[src/core/pmfs_map.svh]
// Timing constants and counter width for the power module fault sequencer.
// Assumes a 40 MHz clock; counts are derived from times in their own units.
`ifndef PMFS_MAP_SVH
`define PMFS_MAP_SVH
`define PMFS_CLK_HZ            40000000
`define PMFS_OC_PERSIST_MS     100
`define PMFS_OC_PERSIST_CYC    ((`PMFS_CLK_HZ / 1000) * `PMFS_OC_PERSIST_MS)
`define PMFS_LATCH_CLR_MS      1000
`define PMFS_LATCH_CLR_CYC     ((`PMFS_CLK_HZ / 1000) * `PMFS_LATCH_CLR_MS)
`define PMFS_UV_WAIT_S         4
`define PMFS_UV_WAIT_CYC       (`PMFS_CLK_HZ * `PMFS_UV_WAIT_S)
`define PMFS_UV_HOT_WAIT_S     13
`define PMFS_UV_HOT_WAIT_CYC   (`PMFS_CLK_HZ * `PMFS_UV_HOT_WAIT_S)
`define PMFS_RESTART_MS        100
`define PMFS_RESTART_CYC       ((`PMFS_CLK_HZ / 1000) * `PMFS_RESTART_MS)
`define PMFS_TURN_ON_WAIT_MS   10
`define PMFS_TURN_ON_WAIT_CYC  ((`PMFS_CLK_HZ / 1000) * `PMFS_TURN_ON_WAIT_MS)
`define PMFS_BUS_WAIT_MS       20
`define PMFS_BUS_WAIT_CYC      ((`PMFS_CLK_HZ / 1000) * `PMFS_BUS_WAIT_MS)
`define PMFS_CNT_W             32
`endif

[src/core/pmfs_pkg.sv]
// Types shared by the power module fault sequencer files.
// Assumes nothing beyond a SystemVerilog compiler.
`default_nettype none
package pmfs_pkg;
  typedef enum logic [2:0] {
    PMFS_OFF      = 3'b000,
    PMFS_WAIT_ON  = 3'b001,
    PMFS_RUN      = 3'b010,
    PMFS_RESTART  = 3'b011,
    PMFS_LATCHED  = 3'b100,
    PMFS_UV_WAIT  = 3'b101
  } pmfs_state_e;

  typedef struct packed {
    logic oc_limit;
    logic oc_surge;
    logic oc_sag;
    logic ov;
    logic ot;
    logic vin_uv;
    logic vin_ov;
  } pmfs_sense_s;

  typedef struct packed {
    logic oc_trip;
    logic ov_trip;
    logic ot_trip;
    logic lockout;
  } pmfs_cause_s;
endpackage : pmfs_pkg
`default_nettype wire

[src/core/pmfs_timer.sv]
// Down-counting delay timer: load starts it, done pulses level high at zero.
// Assumes load_in and value_in are synchronous to clock_in.
`default_nettype none
module pmfs_timer #(
  parameter int W = 32
) (
  input  wire logic         clock_in,
  input  wire logic         rst_n_in,
  input  wire logic         load_in,
  input  wire logic [W-1:0] value_in,
  output logic              busy_out,
  output logic              done_out
);
  logic [W-1:0] cnt_q;
  logic         busy_q;
  logic         done_q;

  always_ff @(posedge clock_in) begin
    if (!rst_n_in) begin
      cnt_q  <= '0;
      busy_q <= 1'b0;
      done_q <= 1'b0;
    end else if (load_in) begin
      cnt_q  <= value_in;
      busy_q <= 1'b1;
      done_q <= 1'b0;
    end else if (busy_q) begin
      cnt_q  <= cnt_q - W'(1);
      busy_q <= (cnt_q > W'(1));
      done_q <= (cnt_q <= W'(1));
    end else begin
      done_q <= 1'b0;
    end
  end

  assign busy_out = busy_q;
  assign done_out = done_q;
endmodule : pmfs_timer
`default_nettype wire

[src/core/pmfs_persist.sv]
// Counts consecutive cycles a level stays high; flags when the count passes a limit.
// Assumes level_in is synchronous to clock_in.
`default_nettype none
module pmfs_persist #(
  parameter int W = 32
) (
  input  wire logic         clock_in,
  input  wire logic         rst_n_in,
  input  wire logic         level_in,
  input  wire logic [W-1:0] limit_in,
  output logic              over_out
);
  logic [W-1:0] cnt_q;
  logic         over_q;

  always_ff @(posedge clock_in) begin
    if (!rst_n_in || !level_in) begin
      cnt_q  <= '0;
      over_q <= 1'b0;
    end else begin
      if (cnt_q != limit_in) begin
        cnt_q <= cnt_q + W'(1);
      end
      over_q <= (cnt_q == limit_in);
    end
  end

  assign over_out = over_q;
endmodule : pmfs_persist
`default_nettype wire

[src/core/pmfs_sequencer.sv]
// Protection and enable sequencer of an isolated DC-DC power module.
// Assumes all sense inputs are clean comparator levels synchronous to clock_in.
`include "pmfs_map.svh"
`default_nettype none
// Contract
// Overcurrent held longer than 100 ms shuts output down; limiting continues before.
// Current above surge threshold shuts output down at once.
// Output sagging over 4 V below setpoint from overcurrent shuts down.
// One strap policy, restart or latch, governs overcurrent and overvoltage together.
// Restart policy retries after shutdown until the fault clears.
// Latch policy stays off until power cycles or enable held off 1 s.
// After latch reset, a standing overload trips and latches again.
// Positive polarity runs on enable high, stops on low.
// Negative polarity, the default, stops on enable high, runs on low.
// Overvoltage shuts down and, under latch policy, latches; cleared by power cycle or 1 s toggle.
// Standing overvoltage trips again on every restart without limit.
// Overtemperature shuts down; restarts after cooling about 25 degrees.
// Warning variants drive a separate overtemperature warning output.
// Input outside lockout window disables operation; resumes when inside.
// Restart after input undervoltage waits 4 s, or 13 s when hot.
// Host enables paralleled modules one by one, spaced by delay plus rise.
// Droop option lengthens turn-on wait when output bus already has voltage.
// Host keeps load under half rating until all paralleled modules start.
// Latch clears only after enable stays off for the full second.
module pmfs_sequencer
  import pmfs_pkg::*;
#(
  parameter int          CNT_W        = `PMFS_CNT_W,
  parameter int unsigned OC_PERSIST   = `PMFS_OC_PERSIST_CYC,
  parameter int unsigned LATCH_CLR    = `PMFS_LATCH_CLR_CYC,
  parameter int unsigned UV_WAIT      = `PMFS_UV_WAIT_CYC,
  parameter int unsigned UV_HOT_WAIT  = `PMFS_UV_HOT_WAIT_CYC,
  parameter int unsigned RESTART_WAIT = `PMFS_RESTART_CYC,
  parameter int unsigned TURN_ON_WAIT = `PMFS_TURN_ON_WAIT_CYC,
  parameter int unsigned BUS_WAIT     = `PMFS_BUS_WAIT_CYC
) (
  input  wire logic        clock_in,
  input  wire logic        rst_n_in,
  input  wire logic        power_good_in_in,
  input  wire logic        remote_enable_in,
  input  wire logic        neg_polarity_in,
  input  wire logic        latch_policy_in,
  input  wire logic        warn_option_in,
  input  wire logic        droop_option_in,
  input  wire logic        bus_voltage_in,
  input  wire logic        hot_in,
  input  wire logic        ot_warn_level_in,
  input  wire logic        ot_cool_in,
  input  wire pmfs_sense_s sense_in,
  output logic             output_enable_out,
  output logic             current_limit_out,
  output logic             ot_warning_out,
  output logic             latched_out,
  output pmfs_cause_s      cause_out,
  output pmfs_state_e      state_out
);
  function automatic logic [CNT_W-1:0] cnt(input int unsigned v);
    cnt = CNT_W'(v);
  endfunction : cnt

  pmfs_state_e state_q;
  pmfs_state_e state_d;
  pmfs_cause_s cause_q;
  pmfs_cause_s cause_d;
  logic        latch_pol_q;
  logic        ot_hold_q;
  logic        uv_seen_q;
  logic        warn_q;
  logic        oc_long;
  logic        off_long;
  logic        tmr_load;
  logic [CNT_W-1:0] tmr_value;
  logic        tmr_done;

  // Latch the policy strap once after reset release, never under reset.
  logic        strap_taken_q;

  wire logic run_cmd   = neg_polarity_in ? !remote_enable_in
                                         : remote_enable_in;
  wire logic lockout   = sense_in.vin_uv || sense_in.vin_ov;
  wire logic oc_now    = sense_in.oc_surge
                      || sense_in.oc_sag
                      || oc_long;
  wire logic ov_now    = sense_in.ov;
  wire logic ot_now    = sense_in.ot;
  wire logic prot_trip = oc_now || ov_now;
  wire logic ot_block  = ot_now || ot_hold_q;
  wire logic can_run   = power_good_in_in && run_cmd && !lockout && !ot_block;
  wire logic uv_delay  = hot_in ? 1'b1 : 1'b0;
  wire logic [CNT_W-1:0] uv_value = uv_delay ? cnt(UV_HOT_WAIT) : cnt(UV_WAIT);
  wire logic [CNT_W-1:0] on_value = (droop_option_in && bus_voltage_in)
                                  ? cnt(BUS_WAIT)
                                  : cnt(TURN_ON_WAIT);

  pmfs_persist #(
    .W (CNT_W)
  ) u_oc_persist (
    .clock_in (clock_in),
    .rst_n_in (rst_n_in),
    .level_in (sense_in.oc_limit),
    .limit_in (cnt(OC_PERSIST)),
    .over_out (oc_long)
  );

  // Enable must sit in its off state for a full second before a latch clears.
  pmfs_persist #(
    .W (CNT_W)
  ) u_off_persist (
    .clock_in (clock_in),
    .rst_n_in (rst_n_in),
    .level_in (!run_cmd),
    .limit_in (cnt(LATCH_CLR - 1)),
    .over_out (off_long)
  );

  pmfs_timer #(
    .W (CNT_W)
  ) u_timer (
    .clock_in (clock_in),
    .rst_n_in (rst_n_in),
    .load_in  (tmr_load),
    .value_in (tmr_value),
    .busy_out (),
    .done_out (tmr_done)
  );

  always_comb begin
    state_d   = state_q;
    cause_d   = cause_q;
    tmr_load  = 1'b0;
    tmr_value = on_value;
    case (state_q)
      PMFS_OFF: begin
        if (can_run) begin
          state_d  = uv_seen_q ? PMFS_UV_WAIT : PMFS_WAIT_ON;
          tmr_load = 1'b1;
          tmr_value = uv_seen_q ? uv_value : on_value;
        end
      end
      PMFS_UV_WAIT: begin
        if (!can_run) begin
          state_d = PMFS_OFF;
        end else if (tmr_done) begin
          state_d  = PMFS_WAIT_ON;
          tmr_load = 1'b1;
        end
      end
      PMFS_WAIT_ON: begin
        if (!can_run) begin
          state_d = PMFS_OFF;
        end else if (tmr_done) begin
          state_d = PMFS_RUN;
        end
      end
      PMFS_RUN: begin
        cause_d = '0;
        if (prot_trip) begin
          cause_d.oc_trip = oc_now;
          cause_d.ov_trip = ov_now;
          if (latch_pol_q) begin
            state_d = PMFS_LATCHED;
          end else begin
            state_d  = PMFS_RESTART;
            tmr_load = 1'b1;
            tmr_value = cnt(RESTART_WAIT);
          end
        end else if (ot_now) begin
          cause_d.ot_trip = 1'b1;
          state_d = PMFS_OFF;
        end else if (!can_run) begin
          cause_d.lockout = lockout;
          state_d = PMFS_OFF;
        end
      end
      PMFS_RESTART: begin
        if (tmr_done) begin
          state_d = PMFS_OFF;
        end
      end
      PMFS_LATCHED: begin
        if (off_long) begin
          state_d = PMFS_OFF;
        end
      end
      default: begin
        state_d = PMFS_OFF;
      end
    endcase
  end

  always_ff @(posedge clock_in) begin
    if (!rst_n_in) begin
      state_q <= PMFS_OFF;
      cause_q <= '0;
    end else if (!power_good_in_in) begin
      state_q <= PMFS_OFF;
      cause_q <= cause_q;
    end else begin
      state_q <= state_d;
      cause_q <= cause_d;
    end
  end

  always_ff @(posedge clock_in) begin
    if (!rst_n_in) begin
      strap_taken_q <= 1'b0;
      latch_pol_q   <= 1'b0;
    end else if (!strap_taken_q) begin
      strap_taken_q <= 1'b1;
      latch_pol_q   <= latch_policy_in;
    end
  end

  // Overtemperature holds the module off until the cool-down comparator releases.
  always_ff @(posedge clock_in) begin
    if (!rst_n_in) begin
      ot_hold_q <= 1'b0;
    end else if (ot_now) begin
      ot_hold_q <= 1'b1;
    end else if (ot_cool_in) begin
      ot_hold_q <= 1'b0;
    end
  end

  always_ff @(posedge clock_in) begin
    if (!rst_n_in) begin
      uv_seen_q <= 1'b0;
    end else if (sense_in.vin_uv) begin
      uv_seen_q <= 1'b1;
    end else if (state_q == PMFS_UV_WAIT && tmr_done) begin
      uv_seen_q <= 1'b0;
    end
  end

  always_ff @(posedge clock_in) begin
    if (!rst_n_in) begin
      warn_q <= 1'b0;
    end else begin
      warn_q <= warn_option_in && ot_warn_level_in;
    end
  end

  assign output_enable_out = (state_q == PMFS_RUN);
  assign current_limit_out = (state_q == PMFS_RUN) && sense_in.oc_limit;
  assign ot_warning_out    = warn_q;
  assign latched_out       = (state_q == PMFS_LATCHED);
  assign cause_out         = cause_q;
  assign state_out         = state_q;
endmodule : pmfs_sequencer
`default_nettype wire

[config.mk]
export PLATFORM = sky130hd
export DESIGN_NAME = pmfs_sequencer
export DESIGN_NICKNAME = d
export VERILOG_FILES = /design/src/core/pmfs_pkg.sv /design/src/core/pmfs_timer.sv /design/src/core/pmfs_persist.sv /design/src/core/pmfs_sequencer.sv
export VERILOG_INCLUDE_DIRS = /design/src /design/src/core
export SDC_FILE = /design/constraint.sdc
export NUM_CORES = 1
export LEC_CHECK = 0
export BUFFER_PORTS_ARGS = -buffer_cell sky130_fd_sc_hd__buf_2
export CAP_MARGIN = 20
export CORE_AREA = 3 3 109 111
export DETAILED_ROUTE_END_ITERATION = 10
export DIE_AREA = 0 0 112 114
export GPL_TIMING_DRIVEN = 0
export HOLD_SLACK_MARGIN = 0.05
export MAX_ROUTING_LAYER = met4
export PLACE_DENSITY = 0.78
export SYNTH_ARGS = -nofsm -noshare
export SYNTH_HDL_FRONTEND = slang
export SYNTH_SLANG_ARGS = --single-unit
[constraint.sdc]
create_clock -name clock_in -period 4.85 [get_ports clock_in]
set_input_delay 0.97 -clock clock_in [delete_from_list [all_inputs] [get_ports clock_in]]
set_output_delay 0.97 -clock clock_in [all_outputs]
set_load 0.03 [all_outputs]
# Yosys cells after proc, flatten, opt, wreduce, memory -nomap -nowiden
# Index checks and enable logic that the tools add are counted.
# totals
input_bits	19
ff_bits	112
wordCells	108
# classes
add_sub_neg	3
n_mux	42
order_cmp	2
n_eq_ne	15
reduce_logical	27
n_bitwise	2
# op_table
cell	n
$mux W29	3
$add A32 B1 Y32 const B	2
$mux W32	2
$pmux W29 S2	1
$mux W22	2
$mux W3	12
$eq A32 B22 Y1 const B	1
$eq A32 B26 Y1 const B	1
$gt A32 B1 Y1 const B	1
$le A32 B1 Y1 const B	1
$ne A32 B22 Y1 const B	1
$ne A32 B26 Y1 const B	1
$sub A32 B1 Y32 const B	1
$mux W20	1
$pmux W3 S6	1
$mux W1	17
$logic_and A1 B1 Y1	7
$logic_or A1 B1 Y1	7
$eq A3 B2 Y1 const B	2
$eq A3 B3 Y1 const B	2
$ne A3 B2 Y1 const B	2
$reduce_and A6 Y1	1
$reduce_bool A2 Y1	3
$logic_not A1 Y1	5
other kinds (10)	14

# Longest topological paths before layout
# Gate-level depths: netlist of run 1.
# depth
ltp_word	9
ltp_mapped	10
depth_no_buf	7

# Cells and area by module
# A second synthesis of run 1 with hierarchy kept.
# unflattened
hier_cells	830
hier_area_um2	6829.0
# modules_own_cells
module	area_per_inst_um2	cells_each	instances
pmfs_persist	1985.7	238	2
pmfs_timer	2029.4	255	1
pmfs_sequencer	828.3	99	1

# Worst setup path after synthesis of run 1
# No wires, ideal clock.
# synth_timing
path_kind	register to output
from	register state_q[1] (netlist: state_out[1])
to	output current_limit_out
setup_slack_ps	2152
path_buffers	1
required_time_ps	3880
path_stages_with_launch	4
arrival_ps	1728
path_cell_list	dfxtp_1 > buf_2 > nor3b_2 > and2_1
# synth_between
elab_chain_len	2
# synth_rtl
element	line	text
start: declaration	pmfs_sequencer.sv:61	pmfs_state_e state_q;
start signal: assignment	pmfs_sequencer.sv:199	state_q <= state_d;
$eq A3 B2 Y1	-	
named net output_enable_out	pmfs_sequencer.sv:50	output logic output_enable_out,
$logic_and A1 B1 Y1	pmfs_sequencer.sv:244	assign current_limit_out = (state_q == PMFS_RUN) && sense_in.oc_limit;
end: declaration	pmfs_sequencer.sv:51	output logic current_limit_out,
# The timed path passes the listed nets, and every way through them passes these cells.

# Worst setup path in the final report of run 1
# layout_timing
from	input neg_polarity_in
to	register u_timer.done_q (netlist: u_timer.done_out)
# layout_between
elab_chain_len	7
word_cells_on_any_way	8
classes_between	mux: 4; reduce/logical: 4
# layout_rtl
element	line	text
start: declaration	pmfs_sequencer.sv:41	input wire logic neg_polarity_in,
$mux W1 (*)	pmfs_sequencer.sv:78	wire logic run_cmd = neg_polarity_in ? !remote_enable_in
$logic_and A1 B1 Y1 (*) (3 in a row)	pmfs_sequencer.sv:88	wire logic can_run = power_good_in_in && run_cmd && !lockout && !ot_block;
$mux W1 (on tied branches)	pmfs_sequencer.sv:141, pmfs_sequencer.sv:134	
$pmux W1 S3 (*)	pmfs_sequencer.sv:132	case (state_q)
$reduce_or A3 Y1 (no source line) (*)	-	
end signal: assignment	pmfs_timer.sv:30	done_q <= (cnt_q <= W'(1));
end: declaration	pmfs_timer.sv:16	logic done_q;
# Every way passes the cells marked *; elsewhere a longest branch is shown, timed or not.
# A chain may end at the register's enable or synchronous reset.

==> results of run 1 <==
-- how the worst min path moves through the flow --
stage	slack, ns	startpoint	endpoint
2_1_floorplan	0.45	u_timer.cnt_q[31]	u_timer.cnt_q[31]
3_3_place_gp	0.44	cause_out[1]	cause_out[1]
3_5_place_dp	0.45	cause_out[1]	cause_out[1]
4_1_cts	0.46	cause_out[1]	cause_out[1]
5_1_grt	0.50	cause_out[2]	cause_out[2]
6_report	0.47	cause_out[1]	cause_out[1]
-- power groups by stage --
stage          Combinational, mW  Clock (mW)  Sequential (mW)
2_1_floorplan              0.167           0            0.968
4_1_cts                    0.228       0.550            0.951
6_report                   0.232       0.540            0.952
5_1_grt                    0.257       0.585            0.954
3_3_place_gp               0.221           0            0.971
3_5_place_dp               0.227           0            0.972
-- flip-flops by register name (all words and copies together) (netlist names), 3 cells and up --
signal / flops
cause_out: 4
state_out: 3
u_oc_persist.cnt_q: 32
u_off_persist.cnt_q: 32
u_timer.cnt_q: 32
-- Yosys cell counts, drive strengths merged, types with 2 or more instances --
cell type and count:
dfxtp 112, nor2 92, xnor2 47, a21oi 42
nand2 40, nand3 39, nor4 38, nor3 36
nand4 29, inv 20, clkbuf 19, o21ai 18
buf 15, or3 15, or4 13, and3 12
xor2 11, nor4b 10, and2 9, and4 9
o31ai 8, nor3b 6, o21a 6, a211oi 5
a31oi 5, ha 5, mux2i 5, nand2b 5
o211ai 4, o221a 4, o41ai 4, or2 4
a41oi 3, nand4b 3, o211a 3, o31a 3
a2111oi 2, a21o 2, o21bai 2, or4b 2
-- per-stage QoR --
step,cells,total power [mW]
after floorplan,720,1.14
after global placement,888,1.19
after detailed placement,888,1.20
after CTS,904,1.73
after global routing,904,1.80
final,904,1.72
-- cell families (layout without fill, tap and decap cells) --
| kind of cell | Yosys count | in the layout | synth area share [%] |
|---|---|---|---|
| adders and majority gates | 5 | 5 | 1.05 |
| xor gates and xnor gates | 58 | 58 | 8.54 |
| DFF | 112 | 112 | 37.7 |
| muxes | 5 | 5 | 0.841 |
| AOI/OAI and AO/OA | 120 | 120 | 13.6 |
| buffers and inverters | 55 | 99 | 4.04 |
| and+or+nand+nor | 365 | 365 | 34.3 |
-- tightest hold or removal path: cells and delay by family (launching register included) --
family / cells / cell delay, ns
flip-flops: 1 / 0.33
AO/OA/AOI/OAI: 1 / 0.05
AND/OR/NAND/NOR: 1 / 0.05
-- cell usage in the layout (no fill, tap or decap), types with 10 or more instances in the layout --
cell type,netlist,layout
inv_1,20,20
nor4b_1,10,10
xnor2_1,47,47
buf_2,11,39
o21ai_0,17,17
nand3_1,38,38
clkbuf_1,18,20
nor4_1,33,33
nand2_1,39,39
or3_1,15,15
clkbuf_8,0,10
or4_1,12,12
nor3_1,33,33
dfxtp_1,112,112
nand4_1,28,28
xor2_1,11,11
and3_1,12,12
a21oi_1,42,42
nor2_1,92,92
-- final cells by class --
type	instances	area, sq um
flip-flops and latches	112	2240
multi-input cells	553	3470
fillers	957	4440
clock buffers	12	145
well taps	140	175
plain buffers	34	161
inverters	21	78.8
repair buffers	28	140
clock inverters	4	37.5
-- metal layers --
layer	vias to the layer above	GRT usage, %
met3	28	6.05
li1	2744	-
met1	2652	29.3
met5	-	-
met2	198	40.3
met4	0	9.62
==> results.md, run 1 <==
- Outcome: complete, no violations
- Met2 WL: 7150 microns
- Cell mode on critical path: buf_2
- Leakage: 2.13 nW
- Crit path max fanout: 10
- First-pass GRT wire length: 25400 microns
- IO Count: 30
- Die W: 112 microns
- Relative slew margins: 50.0%
- Number of diodes: 0
- Core Footprint: 10900 sq um
- Peak VDD IR: 259 uV
- Async S/R FF share, synth: 0%
- Clock transition at path regs: 0.10 ns
- Setup ws final: 2.07 ns
- Crit path depth: 6
- GRT Util Overall: 24.6%
- Cts hold-fix bufs: 0
- Maximum clock path buffer count: 2
- First-pass detailed-route iteration total: 5
- Seq/Total Area, Yosys: 37.7%
- Kind of critical path: input pin to register
- CTS H-tree lvls: 3
- Clk pwr share: 31.3%
- Post_cts resized: 0
- Total of max-cap violations: 0
- Port bufs: 28
- Root buffer cell: clkbuf_8
- Total CTS buffers: 9
- Post-route DRC violation count: 0
- Power Density: 267 nW/um^2
- Synth top area cells: dfxtp_1 (38%), xnor2_1 (6.9%), nor2_1 (5.8%), a21oi_1 (3.5%), nor4_1 (3.5%)
- Worst-Skew Late Latency: 0.40 ns
- RSZ-0062 raised after global routing: false
- Seq cells post-synth: 112
- Hold crit path type: register to register
- Design area: 6450 sq um
- Pin slew with the least headroom to its limit: 0.747 ns
- Dominant synthesized flop cell: dfxtp_1
- CP delay by family, top: XOR/XNOR gates
- DRT Wirelength: 15000 microns
- Vias per cell: 6.22
- Tmin final: 2.78 ns
- Crit-path cells: buf_2 -> xor2_1 -> nand4_1 -> o211ai_1 -> buf_2 -> nor3_1
- Metal3 WL: 940 microns
- Required @ worst endpoint: 5.14 ns
- Yosys warning count: 0
- Final ANT Viol Nets: 0
- Initial core utilization: 54.6%
- Post-layout util: 59.2%
- Crit share post-route: 57.3%
- Post-Syn Area: 5950 sq um
- Master of the slowest instance on the critical path: xor2_1
- NetSw: 0.494 mW
- Setup TNS Final: 0 ns
- Die H: 114 microns
- Num Clock Sinks: 112
- Seq pwr share: 55.2%
- Switching share of power: 28.7%
- Vias in the first global route: 5329
- Final hold vios: 0
- P&R area growth vs syn: 8.37%
- CTS tree: done
- Worst setup EP type: register
- Post-synth top area share: 37.7%
- Initial antenna violation count: 0
- Worst setup SP type: input pin
- Hold path depth: 2
- Largest stage delay on the critical path: 0.60 ns
- R2R Path End: u_timer.cnt_q[10]
- Number of buffers and inverters on the critical path: 2
- Pre-CTS WS: 1.71 ns
- Cells after synthesis: 720
- Wirelength per Cell: 16.6 microns
- Max layer used: met4
- Final setup fails: 0
- Vias post-DR: 5622
- Dpl cell area: 6260 sq um
- Setup repair bufs after CTS: 0
- Reg2reg path depth: 10
- Ratio of cells with drive above 1 in the final layout: 10.6%
- Worst Setup SP: neg_polarity_in
- Rows: 38
- Routability cong.: 0.920
- Arr. time, crit path: 3.06 ns
- Int Pwr: 1.23 mW
- Wire length on met1: 6530 microns
- Dpl hpwl: 10800 microns
- Logic pwr share: 13.5%
- Max frequency: 360 MHz
- GR Overflow Total: 0
- Syn_nets: 744
- DR iter-0 viols: 569
- Synth Area per Inst: 8.26 sq um
- Number of synthesized flops with an enable pin: 0
- Post-synthesis cell type count: 69
- Flop2flop setup slack: 2.31 ns
- Slew Limit Fails: 0
- DIE AREA: 12800 sq um
- Hold slack final: 0.466 ns
- Worst Skew: 0.0177 ns
- Critical path capture point: u_timer.done_out
- Post-synth top area cell: dfxtp_1
- Final #Nets: 783
- Worst r2r src: u_timer.cnt_q[0]
- Largest net degree at the start of global routing: 19
Power figures use the tool's default switching activity.
==> inputs of run 2 (changes only) <==
PLACE_DENSITY = 0.81   (was 0.78)
clock period = 2.26 ns   (was 4.85 ns; I/O delays follow)
==> run 2 against run 1 <==
  * Register-to-register slack got worse by 2.2 ns
  * Sequential share of layout area fell by 1.0 points
  * Core utilization rose by 1.8 points
  * Flip-flop and latch count is the same
  * Die area did not move
  * Final cell count increased by 0.77%
  * Combinational power grew 130%
  * Routed wire length grew 3.5%
  * Cell area grew 3.0%
  * Critical path depth grew 2
  * Clock power increased by 120%
  * Sequential power is 110% higher
  * Highest routed layer unchanged
==> results.md, run 2 (synthesized netlist as in run 1, its figures left out) <==
- Arr. time, crit path: 2.47 ns (-0.59 ns)
- Number of diodes: 0 (unchanged)
- Master of the slowest instance on the critical path: or4_1
- Initial antenna violation count: 0 (unchanged)
- Vias in the first global route: 5457 (+2.4%)
- IO Count: 30 (unchanged)
- Die H: 114 microns (unchanged)
- Final setup fails: 0 (unchanged)
- Relative slew margins: 50.4% (+0.36 points)
- Vias post-DR: 5720 (+1.7%)
- Leakage: 2.20 nW (+3.4%)
- Cell mode on critical path: buf_4
- Total CTS buffers: 9 (unchanged)
- Worst setup SP type: register
- DRT Wirelength: 15500 microns (+3.5%)
- Commonest cells after routing, fill and taps aside: dfxtp_1 (112), nor2_1 (92), xnor2_1 (47)
- Reg2reg path depth: 8 (-2)
- Crit share post-route: 97.1%
- P&R area growth vs syn: 11.7%
- DR iter-0 viols: 601 (+5.6%)
- Slew Limit Fails: 0 (unchanged)
- Wirelength per Cell: 17.0 microns (+2.7%)
- Peak VDD IR: 517 uV (+100%)
- Outcome: complete, no violations
- Core Footprint: 10900 sq um (unchanged)
- GRT Util Overall: 24.9% (+0.32 points)
- Clock transition at path regs: 0.12 ns (+0.02 ns)
- Largest net degree at the start of global routing: 21 (+2)
- First-pass GRT wire length: 25600 microns (+1.1%)
- Cts hold-fix bufs: 0 (unchanged)
- Dpl hpwl: 11000 microns (+1.6%)
- Setup ws final: 0.0651 ns (-2.01 ns)
- Most common cell after layout, fill and taps aside: dfxtp_1
- Initial core utilization: 54.6% (unchanged)
- DIE AREA: 12800 sq um (unchanged)
- Post-route DRC violation count: 0 (unchanged)
- Ratio of cells with drive above 1 in the final layout: 14.3% (+3.7 points)
- Crit-path cells: clkbuf_4 -> clkinvlp_4 -> or4_1 -> buf_4 -> o211ai_1 -> buf_4 -> buf_4 -> a21oi_1
- Worst setup EP type: register
- Hold crit path type: input pin to register
- Routability cong.: 0.921 (+0.18%)
- Max frequency: 456 MHz
- Port bufs: 28 (unchanged)
- Power, Total: 3.77 mW (+120%)
- CTS tree: done
- Power Density: 568 nW/um^2 (+110%)
- Post-layout util: 61.0% (+1.8 points)
- Worst Skew: 0.0188 ns (+0.00103 ns)
- Largest stage delay on the critical path: 0.53 ns (-0.07 ns)
- Worst-Skew Late Latency: 0.40 ns (about the same)
- RSZ-0062 raised after global routing: true
- Vias per cell: 6.28 (+0.96%)
- CTS H-tree lvls: 3 (unchanged)
- Final hold vios: 0 (unchanged)
- GR Overflow Total: 0 (unchanged)
- Pin slew with the least headroom to its limit: 0.738 ns (-0.00969 ns)
- Crit path max fanout: 10 (unchanged)
- Required @ worst endpoint: 2.54 ns (-2.60 ns)
- Multi-input logic area: 3580 sq um (+3.2%)
- Root buffer cell: clkbuf_8
- Kind of critical path: register to register
- Tmin final: 2.19 ns
- Pre-CTS WS: -0.423 ns (-2.13 ns)
- Final ANT Viol Nets: 0 (unchanged)
- Die W: 112 microns (unchanged)
- Hold path depth: 1 (-1)
- First-pass detailed-route iteration total: 5 (unchanged)
- Num Clock Sinks: 112 (unchanged)
- Rows: 38 (unchanged)
- Fillers: 911 (-4.8%)
- Total of max-cap violations: 0 (unchanged)
- Maximum clock path buffer count: 2 (unchanged)
- Final #Nets: 790 (+0.89%)
- Flop2flop setup slack: 0.07 ns (-2.24 ns)
- Biggest regs: u_oc_persist.cnt_q x32, u_off_persist.cnt_q x32, u_timer.cnt_q x32
- Sequential Area: 2240 sq um (unchanged)
[run 2: cell types whose count changed in the layout (fill, tap and decap cells not counted), sizes merged]
cell | before | now
clkbuf | 31 | 29
inv | 22 | 23
buf | 43 | 50
clkinvlp | 0 | 2
clkinv | 3 | 2
[run 2: report_power, final]
part / internal [mW] / switching (mW) / total, mW
sequential: 2.00 / 0.0390 / 2.04
clock: 0.457 / 0.747 / 1.20
combinational: 0.197 / 0.328 / 0.525
[run 2: layer usage]
layer / vias up / track usage, % / part of all wire, %
met3: 32 / 4.72 / 6.8
li1: 2750 / - / -
met5: - / - / 0
met4: 0 / 9.21 / 1.9
met2: 245 / 42.1 / 49
met1: 2693 / 29.7 / 42
[run 2: area by class of cell]
cell class / count / area share, %
buffer: 32 / 2.50
clock buffer: 10 / 2.07
clock inverter: 6 / 0.829
inverter: 21 / 1.24
multi-input combinational: 553 / 53.8
sequential: 112 / 33.7
tap: 140 / 2.64
timing repair buffer: 37 / 3.13
[run 2: final timing paths]
kind                                           to          from
worst min-delay path                strap_taken_q      rst_n_in
worst max register to register  u_timer.cnt_q[30]  state_out[1]
worst min register to register       cause_out[1]  cause_out[1]
worst max-delay path            u_timer.cnt_q[30]  state_out[1]
[run 2: worst max-delay path: cells and delay by family (launching register included)]
family | cells | cell delay, ns
AO/OA/AOI/OAI | 2 | 0.27
flip-flops | 1 | 0.36
AND/OR/NAND/NOR | 1 | 0.53
buffers and inverters | 5 | 0.91
[run 2: timing repair]
| action | 4_1_cts | 5_1_grt |
|---|---|---|
| resized for setup | 1 | 33 |
| endpoints found under the setup margin | 3 | 40 |
| buffers inserted | 0 | 8 |
| gates cloned | 0 | 1 |
| pin swaps | 0 | 2 |
[run 2: through the flow]
stage          area [sq um]  setup TNS, ns  instances  hold WS, ns
2_1_floorplan          5950              0        720        0.452
3_3_place_gp           6260          -7.29        888        0.441
3_5_place_dp           6260          -8.90        888        0.448
4_1_cts                6450              0        902        0.145
5_1_grt                6640        -0.0712        911        0.151
6_report               6640              0        911        0.169
==> inputs of run 3 (changes only) <==
CORE_AREA = 3 3 116 118   (was 3 3 109 111)
DIE_AREA = 0 0 119 121   (was 0 0 112 114)
SYNTH_HIERARCHICAL = 1   (was unset)
==> run 3 against run 2 <==
  * Setup slack lost 0.025 ns
  * Core utilization increased by 3.8 points
  * Sequential share of layout area decreased by 6.0 points
  * Maximum frequency is 1.1% lower
  * Synthesized cell count is 15% higher
  * Synthesized area grew 15%
  * Hold slack better by 0.18 ns
  * Clock skew shrank 0.011 ns
  * Largest cell class unchanged
  * Highest routed layer unchanged
==> results.md, run 3 <==
- Vias in the first global route: 6246 (+14%)
- Biggest regs: u_oc_persist/cnt_q x32, u_off_persist/cnt_q x32, u_timer/cnt_q x32
- First-pass GRT wire length: 30600 microns (+19%)
- Synth top area cells: dfxtp_1 (33%), xnor2_1 (13%), nand4_1 (4.1%), nor2_1 (4.1%), a21oi_1 (3.9%)
- Crit path max fanout: 10 (unchanged)
- Async S/R FF share, synth: 0% (unchanged)
- Vias post-DR: 6722 (+18%)
- Initial core utilization: 54.3% (-0.31 points)
- IO Count: 30 (unchanged)
- CTS H-tree lvls: 3 (unchanged)
- Flop2flop setup slack: 0.04 ns (-0.03 ns)
- First-pass detailed-route iteration total: 7 (+2)
- Post-route DRC violation count: 0 (unchanged)
- CTS tree: done
- Synth Area per Inst: 8.23 sq um (-0.43%)
- Relative slew margins: 53.5% (+3.1 points)
- DIE AREA: 14400 sq um (+13%)
- RSZ-0062 raised after global routing: true
- Pin slew with the least headroom to its limit: 0.696 ns (-0.0414 ns)
- Worst setup EP type: register
- Hold crit path type: input pin to register
- Rows: 41 (+7.9%)
- Max frequency: 450 MHz (-1.1%)
- Total CTS buffers: 9 (unchanged)
- Design area: 8150 sq um (+23%)
- Seq cells post-synth: 112 (unchanged)
- Most used standard cell by instance count after synthesis: dfxtp_1
- Post-Syn Area: 6830 sq um (+15%)
- Fillers: 1057 (+16%)
- Number of synthesized flops with an enable pin: 0 (unchanged)
- Cts hold-fix bufs: 0 (unchanged)
- CP delay by family, top: simple AND/OR/NAND/NOR gates
- Crit-path cells: or3b_4 -> or3_4 -> o21ai_2 -> clkbuf_8 -> buf_2 -> nor2_1 -> o41a_1 -> a211oi_1
- Yosys warning count: 6 (+6)
- DRT Wirelength: 18600 microns (+20%)
- Die H: 121 microns (+6.1%)
- Commonest cells after routing, fill and taps aside: dfxtp_1 (101), xnor2_1 (96), conb_1 (74)
- Seq/Total Area, Yosys: 32.8% (-4.9 points)
- DR iter-0 viols: 867 (+44%)
- Ratio of cells with drive above 1 in the final layout: 16.6% (+2.3 points)
- Master of the slowest instance on the critical path: or3b_4
- Power Density: 514 nW/um^2 (-9.5%)
- Slew Limit Fails: 0 (unchanged)
- Required @ worst endpoint: 2.52 ns (-0.02 ns)
- Number of diodes: 0 (unchanged)
- Final hold vios: 0 (unchanged)
- Routability cong.: 0.936 (+1.6%)
- Root buffer cell: clkbuf_16
- Cells after synthesis: 830 (+15%)
- Tmin final: 2.22 ns (+0.0251 ns)
- GRT Util Overall: 26.6% (+1.7 points)
- Dpl hpwl: 13000 microns (+18%)
- Final setup fails: 0 (unchanged)
- Post-synthesis cell type count: 78 (+13%)
- Die W: 119 microns (+6.3%)
- Num Clock Sinks: 112 (unchanged)
- Post-synth top area share: 32.8% (-4.9 points)
- Post-synth top area cell: dfxtp_1
- Maximum clock path buffer count: 2 (unchanged)
- Core Footprint: 12600 sq um (+15%)
- Port bufs: 29 (+3.6%)
- DP Cell Count: 1103 (+24%)
- Synth cell count leaders: dfxtp_1 (112), xnor2_1 (98), nor2_1 (74)
- Final #Nets: 984 (+25%)
- P&R area growth vs syn: 19.3%
- Crit share post-route: 98.2% (+1.1 points)
- Dominant synthesized flop cell: dfxtp_1
- Clock transition at path regs: 0.08 ns (-0.04 ns)
- GR Overflow Total: 0 (unchanged)
- Post-layout util: 64.8% (+3.8 points)
- Arr. time, crit path: 2.48 ns (about the same)
- Largest net degree at the start of global routing: 18 (-14%)
- Final ANT Viol Nets: 0 (unchanged)
- Leakage: 2.87 nW (+31%)
- Outcome: complete, no violations
- Initial antenna violation count: 0 (unchanged)
- Dpl cell area: 7480 sq um (+19%)
- Largest stage delay on the critical path: 0.40 ns (-0.13 ns)
- Number of buffers and inverters on the critical path: 2 (-3)
- Most common cell after layout, fill and taps aside: dfxtp_1
- Worst Skew: 0.00825 ns (-0.0105 ns)
- Total of max-cap violations: 0 (unchanged)
- Vias per cell: 5.91 (-5.9%)
- Worst setup SP type: register
- Kind of critical path: register to register
- Non-Filler Instances: 1138 (+25%)
- Hold slack final: 0.350 ns (+0.181 ns)
- Worst-Skew Late Latency: 0.36 ns (-0.04 ns)
- Peak VDD IR: 361 uV (-30%)
- Setup TNS Final: 0 ns (unchanged)
- Wirelength per Cell: 16.3 microns (-4.2%)
[run 3: cell count changes in the layout (fill, tap and decap cells not counted), moves of 13 or more]
| cell | delta |
|---|---|
| buf_4 | +13 |
| conb_1 | +74 |
| nand3_1 | -14 |
| nand4_1 | +17 |
| nor2_1 | -20 |
| nor3_1 | -18 |
| nor4_1 | -17 |
| o21ai_0 | +21 |
| xnor2_1 | +49 |
[run 3: power breakdown]
group / internal, mW / leakage (nW) / total, mW / switching (mW)
clock: 0.875 / 0.154 / 1.62 / 0.749
combinational: 0.208 / 1.81 / 0.524 / 0.315
sequential: 2.00 / 0.911 / 2.04 / 0.0392
total: 3.08 / 2.87 / 4.19 / 1.10
[run 3: final timing paths]
kind                          from           endpoint  cells after the start
hold / removal    ot_warn_level_in     ot_warning_out                      2
setup / recovery      state_out[0]  u_timer/cnt_q[28]                      8
hold reg to reg       cause_out[3]       cause_out[3]                      1
setup reg to reg      state_out[0]  u_timer/cnt_q[28]                      8
[run 3: area by class of cell]
| cell class | instances | area, sq um | area share, % |
|---|---|---|---|
| clock buffers | 12 | 278 | 3.41 |
| plain buffers | 42 | 254 | 3.12 |
| flip-flops and latches | 112 | 2260 | 27.8 |
| clock inverters | 4 | 23.8 | 0.292 |
| well taps | 172 | 215 | 2.64 |
| repair buffers | 51 | 310 | 3.81 |
| multi-input cells | 730 | 4740 | 58.2 |
| inverters | 15 | 56.3 | 0.691 |
[run 3: through the flow]
stage	setup slack [ns]	total power, mW
final	0.0400	4.19
after global routing	-0.0311	4.34
after CTS	0.00899	4.16
after detailed placement	-0.596	2.54
after global placement	-0.549	2.54
after floorplan	0.0179	2.42
[run 3: timing repair]
action                                  4_1_cts  5_1_grt
pin swaps                                     5        9
endpoints found under the setup margin       83       66
setup buffers                                10       12
resized for setup                            20       61
[run 3: routing by layer]
layer / GRT usage (%) / share of wire [%] / wire length (microns)
met1: 36.4 / 45 / 8310
met2: 39.8 / 45 / 8420
met3: 3.78 / 7.6 / 1400
met4: 10.6 / 2.3 / 418
met5: - / 0 / 0
[run 3: logic make-up after synthesis]
family	after synthesis	synth area share, %
AOI/OAI and AO/OA	168	15.4
xor gates and xnor gates	109	14.0
adders and majority gates	4	0.733
buffers and inverters	60	3.81
DFF	112	32.8
muxes	10	1.47
other	2	0.110
and+or+nand+nor	365	31.7
